### config.mk
export PLATFORM = sky130hd
export DESIGN_NAME = sfr_fault_response
export DESIGN_NICKNAME = d
export VERILOG_FILES = /design/src/sfr_fault_response.v
export VERILOG_INCLUDE_DIRS = /design/src
export SDC_FILE = /design/constraint.sdc
export NUM_CORES = 1
export LEC_CHECK = 0
export CORE_MARGIN = 2
export CORE_UTILIZATION = 40
export CTS_BUF_LIST = sky130_fd_sc_hd__clkbuf_4
export DETAILED_ROUTE_END_ITERATION = 8
export DONT_BUFFER_PORTS = 1
export PLACE_DENSITY = 0.61
export SYNTH_ARGS = -nofsm -noshare
export SYNTH_HDL_FRONTEND = slang
export SYNTH_SLANG_ARGS = --single-unit
### constraint.sdc
create_clock -name pclk -period 4.4 [get_ports pclk]
set_input_delay 0.22 -clock pclk [delete_from_list [all_inputs] [get_ports pclk]]
set_output_delay 0.22 -clock pclk [all_outputs]
set_load 0.1 [all_outputs]
### src/sfr_regs.vh
/*
 * Register offsets, field positions, reset values and timing counts
 * for the sensor fault response block.
 * Assumes a 32-bit APB with word-aligned registers and a 200 MHz pclk.
 */
`ifndef SFR_REGS_VH
`define SFR_REGS_VH

// ----------------------------------------------------------------
// Register byte offsets
// ----------------------------------------------------------------
`define SFR_CTRL_OFS        12'h000
`define SFR_STAT_OFS        12'h004
`define SFR_IRQ_STAT_OFS    12'h008
`define SFR_IRQ_MASK_OFS    12'h00C
`define SFR_RESP_OFS        12'h010

// ----------------------------------------------------------------
// Control register fields
// ----------------------------------------------------------------
`define SFR_CTRL_ST_REQ     0
`define SFR_CTRL_RST        32'h0000_0000

// ----------------------------------------------------------------
// Response status word bit positions
// ----------------------------------------------------------------
`define SFR_RESP_IERR_BIT   1
`define SFR_RESP_ST_BIT     5
`define SFR_RESP_CAPLO_BIT  6

// ----------------------------------------------------------------
// Command codes and acceleration data select
// ----------------------------------------------------------------
`define SFR_CMD_REVINIT     4'hF
`define SFR_ACC_NORMAL      2'h0
`define SFR_ACC_ZERO        2'h1
`define SFR_ACC_SELFTEST    2'h2

// ----------------------------------------------------------------
// Interrupt status bits
// ----------------------------------------------------------------
`define SFR_IRQ_REG_UV      0
`define SFR_IRQ_CAP_RST     1
`define SFR_IRQ_CAPTEST     2
`define SFR_IRQ_FRAME_TO    3
`define SFR_IRQ_CAP_LOW     4
`define SFR_IRQ_FUSE        5
`define SFR_IRQ_DROP        6
`define SFR_IRQ_W           7

// ----------------------------------------------------------------
// Timing, in ns, and derived cycle counts at 200 MHz
// ----------------------------------------------------------------
`define SFR_CLK_NS              5
`define SFR_SWITCH_OPEN_NS      20
`define SFR_SWITCH_OPEN_CYC     (`SFR_SWITCH_OPEN_NS / `SFR_CLK_NS)
`define SFR_CAP_TIMEOUT_NS      1000000
`define SFR_CAP_TIMEOUT_CYC     (`SFR_CAP_TIMEOUT_NS / `SFR_CLK_NS)
`define SFR_CAPTEST_PERIOD_NS   1000000
`define SFR_CAPTEST_PERIOD_CYC  (`SFR_CAPTEST_PERIOD_NS / `SFR_CLK_NS)
`define SFR_FRAME_TO_NS         1000000
`define SFR_FRAME_TO_CYC        (`SFR_FRAME_TO_NS / `SFR_CLK_NS)
`define SFR_RST_PULSE_CYC       4

`endif

### src/sfr_fault_response.v
/*
 * Exception manager of the satellite sensor: ranks fault inputs, drives
 * the internal reset, holds back responses, opens the bus switch and
 * builds the status flags and acceleration data selection.
 * Assumes fault inputs are already synchronous to pclk and that an APB
 * master reaches the registers.
 */
// Implementation choices: register access over APB and the placing of the registers.
// Function
// - Commands with identifier 1111 are dropped with no response.
// - Commands arriving on the downstream bus pin are ignored.
// - Regulator under-voltage holds reset and blocks all responses.
// - Any reset-class fault opens the bus switch within switch_open_time.
// - Cap dip, self-test off: flags 0,0,1; short reads zero, long normal.
// - Cap dip, self-test on: flags 0,1,1; all reads return self-test data.
// - Cap recovery before timeout keeps configuration.
// - Cap low past timeout resets, repeated each timeout period.
// - Capacitor test failure resets once per cap_test_reset_period.
// - Upstream bus low past frame timeout resets, repeated each period.
// - Fuse CRC fault, self-test off: flags 1,0,0; short zero, long normal.
// - Status word carries self-test bit 5, cap-low bit 6, error bit 1, bit 0 zero.
`include "sfr_regs.vh"
`timescale 1ns/100ps
`default_nettype none

module sfr_fault_response (
    input  wire        pclk,
    input  wire        presetn,
    input  wire        psel,
    input  wire        penable,
    input  wire        pwrite,
    input  wire [11:0] paddr,
    input  wire [31:0] pwdata,
    output reg  [31:0] prdata,
    output reg         pready,
    output reg         pslverr,
    input  wire        digital_regulator_uv,
    input  wire        analog_regulator_uv,
    input  wire        reserve_cap_low,
    input  wire        cap_test_fail,
    input  wire        upstream_bus_low,
    input  wire        fuse_crc_fail,
    input  wire        cmd_valid,
    input  wire        cmd_from_downstream,
    input  wire [3:0]  cmd_id,
    output reg         cmd_accept,
    output reg         resp_enable,
    output reg         bus_switch_close,
    output reg         device_reset,
    output reg  [1:0]  short_acc_sel,
    output reg  [1:0]  long_acc_sel,
    output reg  [7:0]  resp_status,
    output reg         irq
);

    // ------------------------------------------------------------
    // Helpers
    // ------------------------------------------------------------
    function timer_done;
        input [31:0] count;
        input [31:0] limit;
        begin
            timer_done = (count >= limit - 32'h0000_0001);
        end
    endfunction

    function write_hit;
        input        strobe;
        input [11:0] addr;
        input [11:0] target;
        begin
            write_hit = strobe & (addr == target);
        end
    endfunction

    // ------------------------------------------------------------
    // Constants
    // ------------------------------------------------------------
    localparam [31:0] RST_LAST_CYC = `SFR_RST_PULSE_CYC - 1;
    localparam [31:0] OPEN_CYC     = `SFR_SWITCH_OPEN_CYC;

    // ------------------------------------------------------------
    // Registers
    // ------------------------------------------------------------
    reg  [31:0]           ctrl_reg;
    reg  [`SFR_IRQ_W-1:0] irq_stat_reg;
    reg  [`SFR_IRQ_W-1:0] irq_mask_reg;
    reg  [31:0]           cap_cnt_reg;
    reg  [31:0]           test_cnt_reg;
    reg  [31:0]           frame_cnt_reg;
    reg  [2:0]            rst_cnt_reg;
    reg                   rst_active_reg;
    reg  [2:0]            open_cnt_reg;
    reg                   cap_low_d_reg;
    reg                   fuse_d_reg;

    wire        selftest_active_flag;
    wire        reg_uv;
    wire        cap_expired;
    wire        test_expired;
    wire        frame_expired;
    wire        reset_pulse;
    wire        reset_class;
    wire        flag_fault;
    wire        drop_cmd;
    wire        wr_en;
    wire        rd_en;
    wire [`SFR_IRQ_W-1:0] irq_events;
    reg  [1:0]  short_sel_next;
    reg  [1:0]  long_sel_next;
    reg  [7:0]  status_next;
    reg  [31:0] rdata_next;
    reg         err_next;

    assign selftest_active_flag = ctrl_reg[`SFR_CTRL_ST_REQ];
    assign reg_uv = digital_regulator_uv | analog_regulator_uv;

    // ------------------------------------------------------------
    // Fault timers
    // ------------------------------------------------------------
    assign cap_expired   = reserve_cap_low &
                           timer_done(cap_cnt_reg, `SFR_CAP_TIMEOUT_CYC);
    assign test_expired  = cap_test_fail &
                           timer_done(test_cnt_reg, `SFR_CAPTEST_PERIOD_CYC);
    assign frame_expired = upstream_bus_low &
                           timer_done(frame_cnt_reg, `SFR_FRAME_TO_CYC);

    // Each expiry restarts its timer, so reset repeats every period
    always @(posedge pclk or negedge presetn) begin
        if (!presetn) begin
            cap_cnt_reg   <= 32'h0000_0000;
            test_cnt_reg  <= 32'h0000_0000;
            frame_cnt_reg <= 32'h0000_0000;
        end else begin
            if (!reserve_cap_low || reg_uv || cap_expired)
                cap_cnt_reg <= 32'h0000_0000;
            else
                cap_cnt_reg <= cap_cnt_reg + 32'h0000_0001;
            if (!cap_test_fail || test_expired)
                test_cnt_reg <= 32'h0000_0000;
            else
                test_cnt_reg <= test_cnt_reg + 32'h0000_0001;
            if (!upstream_bus_low || reg_uv || frame_expired)
                frame_cnt_reg <= 32'h0000_0000;
            else
                frame_cnt_reg <= frame_cnt_reg + 32'h0000_0001;
        end
    end

    // ------------------------------------------------------------
    // Reset generation
    // ------------------------------------------------------------
    assign reset_pulse = cap_expired | test_expired | frame_expired;
    // Reset-class faults outrank flag-only faults
    assign reset_class = reg_uv | rst_active_reg | reset_pulse;
    assign flag_fault  = ~reset_class & (reserve_cap_low | fuse_crc_fail);

    always @(posedge pclk or negedge presetn) begin
        if (!presetn) begin
            rst_cnt_reg    <= 3'h0;
            rst_active_reg <= 1'b0;
        end else if (reset_pulse) begin
            rst_cnt_reg    <= 3'h0;
            rst_active_reg <= 1'b1;
        end else if (rst_active_reg) begin
            rst_cnt_reg <= rst_cnt_reg + 3'h1;
            if (rst_cnt_reg == RST_LAST_CYC[2:0])
                rst_active_reg <= 1'b0;
        end
    end

    always @(posedge pclk or negedge presetn) begin
        if (!presetn) begin
            device_reset     <= 1'b1;
            resp_enable      <= 1'b0;
            bus_switch_close <= 1'b0;
            open_cnt_reg     <= 3'h0;
        end else begin
            device_reset <= reset_class;
            resp_enable  <= ~reset_class;
            // Switch opens on the next edge, well inside switch_open_time
            if (reset_class) begin
                bus_switch_close <= 1'b0;
                open_cnt_reg     <= OPEN_CYC[2:0];
            end else if (open_cnt_reg != 3'h0) begin
                open_cnt_reg <= open_cnt_reg - 3'h1;
            end else begin
                // Stays open until the master re-initializes the chain
                bus_switch_close <= ctrl_reg[1];
            end
        end
    end

    // ------------------------------------------------------------
    // Command filter
    // ------------------------------------------------------------
    assign drop_cmd = cmd_from_downstream |
                      (cmd_id == `SFR_CMD_REVINIT) |
                      reset_class;

    always @(posedge pclk or negedge presetn) begin
        if (!presetn)
            cmd_accept <= 1'b0;
        else
            cmd_accept <= cmd_valid & ~drop_cmd;
    end

    // ------------------------------------------------------------
    // Flags and acceleration data selection
    // ------------------------------------------------------------
    always @* begin
        status_next    = 8'h00;
        short_sel_next = `SFR_ACC_NORMAL;
        long_sel_next  = `SFR_ACC_NORMAL;
        status_next[`SFR_RESP_ST_BIT] = selftest_active_flag;
        if (selftest_active_flag) begin
            short_sel_next = `SFR_ACC_SELFTEST;
            long_sel_next  = `SFR_ACC_SELFTEST;
        end
        if (flag_fault && reserve_cap_low) begin
            status_next[`SFR_RESP_CAPLO_BIT] = 1'b1;
            if (!selftest_active_flag)
                short_sel_next = `SFR_ACC_ZERO;
        end else if (flag_fault && fuse_crc_fail) begin
            status_next[`SFR_RESP_IERR_BIT] = 1'b1;
            short_sel_next = `SFR_ACC_ZERO;
        end
    end

    always @(posedge pclk or negedge presetn) begin
        if (!presetn) begin
            resp_status   <= 8'h00;
            short_acc_sel <= `SFR_ACC_NORMAL;
            long_acc_sel  <= `SFR_ACC_NORMAL;
        end else begin
            resp_status   <= status_next;
            short_acc_sel <= short_sel_next;
            long_acc_sel  <= long_sel_next;
        end
    end

    // ------------------------------------------------------------
    // Interrupt events
    // ------------------------------------------------------------
    always @(posedge pclk or negedge presetn) begin
        if (!presetn) begin
            cap_low_d_reg <= 1'b0;
            fuse_d_reg    <= 1'b0;
        end else begin
            cap_low_d_reg <= reserve_cap_low;
            fuse_d_reg    <= fuse_crc_fail;
        end
    end

    assign irq_events = {cmd_valid & drop_cmd,
                         fuse_crc_fail & ~fuse_d_reg,
                         reserve_cap_low & ~cap_low_d_reg,
                         frame_expired,
                         test_expired,
                         cap_expired,
                         reg_uv};

    // ------------------------------------------------------------
    // APB slave
    // ------------------------------------------------------------
    assign wr_en = psel & penable & pwrite;
    assign rd_en = psel & ~penable & ~pwrite;

    always @* begin
        rdata_next = 32'h0000_0000;
        err_next   = 1'b0;
        if (paddr == `SFR_CTRL_OFS)
            rdata_next = ctrl_reg;
        else if (paddr == `SFR_STAT_OFS)
            rdata_next = {26'h0, bus_switch_close, flag_fault,
                          resp_enable, device_reset, reset_pulse, reg_uv};
        else if (paddr == `SFR_IRQ_STAT_OFS)
            rdata_next = {25'h0, irq_stat_reg};
        else if (paddr == `SFR_IRQ_MASK_OFS)
            rdata_next = {25'h0, irq_mask_reg};
        else if (paddr == `SFR_RESP_OFS)
            rdata_next = {20'h0, long_acc_sel, short_acc_sel, resp_status};
        else
            err_next = 1'b1;
    end

    always @(posedge pclk or negedge presetn) begin
        if (!presetn) begin
            prdata  <= 32'h0000_0000;
            pready  <= 1'b0;
            pslverr <= 1'b0;
        end else begin
            pready  <= psel & ~penable;
            pslverr <= psel & ~penable & err_next;
            if (rd_en)
                prdata <= rdata_next;
        end
    end

    // ------------------------------------------------------------
    // Register writes
    // ------------------------------------------------------------
    always @(posedge pclk or negedge presetn) begin
        if (!presetn) begin
            irq_stat_reg <= {`SFR_IRQ_W{1'b0}};
            irq_mask_reg <= {`SFR_IRQ_W{1'b0}};
        end else begin
            // Set wins over write-one-to-clear
            if (write_hit(wr_en & pready, paddr, `SFR_IRQ_STAT_OFS))
                irq_stat_reg <= (irq_stat_reg & ~pwdata[`SFR_IRQ_W-1:0]) | irq_events;
            else
                irq_stat_reg <= irq_stat_reg | irq_events;
            if (write_hit(wr_en & pready, paddr, `SFR_IRQ_MASK_OFS))
                irq_mask_reg <= pwdata[`SFR_IRQ_W-1:0];
        end
    end

    // Reset-class faults drop configuration; cap dips keep it
    always @(posedge pclk or negedge presetn) begin
        if (!presetn)
            ctrl_reg <= `SFR_CTRL_RST;
        else if (reset_class)
            ctrl_reg <= `SFR_CTRL_RST;
        else if (write_hit(wr_en & pready, paddr, `SFR_CTRL_OFS))
            ctrl_reg <= {30'h0, pwdata[1:0]};
    end

    // ------------------------------------------------------------
    // Interrupt output
    // ------------------------------------------------------------
    always @(posedge pclk or negedge presetn) begin
        if (!presetn)
            irq <= 1'b0;
        else
            irq <= |(irq_stat_reg & irq_mask_reg);
    end

endmodule

`default_nettype wire

==> run_results.csv <==
group,metric,value,unit
run_status,outcome,"completed",
pwr,power_switching_share,26.8,%
yosys,synth_warnings,0,
die,dieArea,0.0163,mm^2
pwr,ir_worst_vdd,0.143,mV
global_route,overflow,0,
die,start_util,40.6,%
worst_hold_path,hp-class,"primary input to register",
cells_and_area,design_area,0.00695,mm^2
clock_tree,clock_latency,0.54,ns
clock_tree,cts_setup_buffers,0,
worst_setup_path,r2r_cells,5,
sta,tns,0,ns
global_route,track_usage,15.4,%
detailed_routing,via_per_inst,4.95,
worst_setup_path,regToRegSetupSlack,1.11,ns
sta,fin_crit_sh,74.8,%
yosys,synth_area,0.00612,mm^2
global_route,grt_max_degree,144,
flow_run,maxCapViolations,0,
global_route,grt_pass1_wl,19.6,mm
placed_design,hpwl,7.96,mm
global_route,grt_pass1_vias,4129,
clock_tree,cts_root_buffer,"clkbuf_4",
yosys,async_flop_share,100,%
cells_and_area,num-nets-final,705,
yosys,yosysUniqueCellTypes,51,
clock_tree,cts_buffers,17,
detailed_routing,ant_nets,0,
worst_setup_path,critical_path_class,"register to register",
die,fp.dieH,128,um
yosys,synth_top_flop_cell,"dfrtp_1",
sta,maxSlewViolCount,0,
detailed_routing,drt-total-wl,11.9,mm
worst_setup_path,r2r-end,"irq_stat_reg[5]",
clock_tree,cts_tree,"built",
pwr,p_clk_share,33.5,%
die,coreArea,0.0151,mm^2
yosys,synth_edf_count,0,
detailed_routing,drt-initial-drc-count,377,
sta,setup_violations,0,
detailed_routing,drc_errors,0,
worst_setup_path,critical_path.endpoint,"irq_stat_reg[5]",
clock_tree,clk_pin_slew,0.12,ns
pwr,power_frac_comb,8.0,%
pwr,switching_power,0.000624,W
clock_tree,h-tree-depth,4,
worst_setup_path,max_stage_delay,0.97,ns
detailed_routing,first_pass_iters,4,
placed_design,dp.cells,775,
die,die_width,128,um
sta,worst_pin_slew,1.10,ns
worst_setup_path,crit_chain,"nand4_1 > nor4_1 > nand2_1 > dlygate4sd3_1 > a22o_1",
pwr,power.leakage,3.07,nW
sta,hold_viol,0,
placed_design,place_ws,1.72,ns
sta,fin_ws,1.11,ns
sta,min_period,3.29,ns
cells_and_area,syn_to_final_growth,13.5,%
placed_design,routabilityCongestion,0.823,
sta,grt_setup_unrepaired,"no",
cells_and_area,drive_gt1_share,7.54,%
yosys,ys_seq_area_share,58.5,%
cells_and_area,num_antenna_cells,0,
clock_tree,cts_buffer_depth,2,
placed_design,dpl_cell_area,0.00636,mm^2
sta,slew_headroom,25.7,%
worst_setup_path,crit_start,"pready",
global_route,antenna_found_initial,0,
worst_setup_path,cp.arrival,3.73,ns
yosys,synth_cells,558,
pwr,power.share.sequential,58.5,%
worst_setup_path,required,4.84,ns
placed_design,portBuffers,0,
yosys,ys_ff_latch,143,
cells_and_area,post_layout_nonfiller_instances,838,
worst_setup_path,setup.worst_path.end_class,"register",
worst_setup_path,cp_slowest_cell,"nor4_1",
die,num_rows,45,
pwr,p_int,0.00171,W
clock_tree,clock-sinks,143,
worst_setup_path,worstSetupStartpointType,"register",
die,top_level_ports,112,
cells_and_area,fillers,1390,
worst_setup_path,crit_fanout,6,
yosys,avgSynthCellArea,11.0,um^2
detailed_routing,wl_per_cell,14.2,um
pwr,powerDensity,335,mW/mm^2
worst_setup_path,r2r_start,"pready",
cells_and_area,utilization,46.1,%
sta,skew,0.0178,ns
sta,fmax,304,MHz
detailed_routing,vias,4145,
[final cells by class]
class | count | area [um^2] | area share [%]
Tap cell | 188 | 235 | 3.38
Timing Repair Buffer | 33 | 343 | 4.93
Inverter | 18 | 67.6 | 0.972
Multi-Input combinational cell | 424 | 2460 | 35.4
Clock buffer | 19 | 143 | 2.05
Sequential cell | 143 | 3580 | 51.5
Clock inverter | 13 | 123 | 1.76
[cell usage in the layout, fill, tap and decap left out, drive strengths merged, types with 10 or more instances in the layout]
master	instances
inv	18
conb	70
dlygate4sd3	30
xor2	24
and3	21
nand3	28
xnor2	24
nor2	77
nor4	19
nor3	10
mux2	12
nand2	46
dfrtp	142
clkbuf	19
[critical path, delay by kind of cell (launching register included)]
kind	cells	cell delay (ns)
and+or+nand+nor	3	1.46
DFF	1	0.94
buffers and inverters	1	0.61
AOI/OAI and AO/OA	1	0.18
[synth_stat cells (5+ instances only)]
library cell | count | area share, %
nor3_1 | 10 | 0.82
a21oi_1 | 5 | 0.41
a22o_1 | 5 | 0.72
dfrtp_1 | 142 | 58
nor2b_1 | 5 | 0.51
nor2_1 | 77 | 4.7
xnor2_1 | 24 | 3.4
nand3_1 | 28 | 2.3
mux2_2 | 12 | 2.2
clkbuf_1 | 11 | 0.67
nor4_1 | 19 | 1.9
a22oi_1 | 6 | 0.74
o21ai_0 | 7 | 0.57
buf_4 | 29 | 3.6
and3_1 | 21 | 2.1
ha_1 | 7 | 1.4
nand4_1 | 9 | 0.92
xor2_1 | 24 | 3.4
nand2_1 | 46 | 2.8
inv_1 | 18 | 1.1
[stage by stage]
step / power [W] / hold WS, ns
floorplan: 0.00154 / -0.0756
global placement: 0.00152 / -0.0710
detailed placement: 0.00152 / -0.0717
CTS: 0.00236 / 0.000334
global route: 0.00243 / 0.0339
finish: 0.00233 / 0.0523
[worst min path at each step]
| stage | start | endpoint | cells past startpoint |
|---|---|---|---|
| 2_1_floorplan | presetn | bus_switch_close | 0 |
| 3_3_place_gp | presetn | test_cnt_reg[17] | 0 |
| 3_5_place_dp | presetn | test_cnt_reg[16] | 0 |
| 4_1_cts | paddr[4] | prdata[8] | 3 |
| 5_1_grt | upstream_bus_low | device_reset | 3 |
| 6_report | upstream_bus_low | rst_active_reg | 3 |
[logic make-up after synthesis]
group,Yosys count,synth area share [%]
AND/OR/NAND/NOR,234,18.5
flip-flops,143,58.5
buffers and inverters,60,5.58
AO/OA/AOI/OAI,49,6.07
XOR/XNOR,48,6.87
multiplexers,16,3.06
adder cells (fa/ha/maj),7,1.43
other,1,0.0612
[power groups by stage]
| stage | clock network, W | registers, W | logic, W |
|---|---|---|---|
| after floorplan | 0 | 0.00139 | 0.000151 |
| after global placement | 0 | 0.00139 | 0.000135 |
| after detailed placement | 0 | 0.00139 | 0.000135 |
| after CTS | 0.000813 | 0.00136 | 0.000186 |
| after global routing | 0.000867 | 0.00137 | 0.000201 |
| final | 0.000782 | 0.00136 | 0.000186 |
[routing by layer]
metal	global-route usage, %	share of wire, %	vias up
met1	19.1	44	2045
li1	-	-	1987
met4	5.17	1.4	0
met2	25.3	49	95
met3	5.09	5.6	18
met5	0	0	-
[what timing repair did]
action	4_1_cts	5_1_grt
hold endpoints to repair	180	1
hold buffers	30	1
resized for setup	0	0
Note: power is estimated with default switching activity, not from simulation.
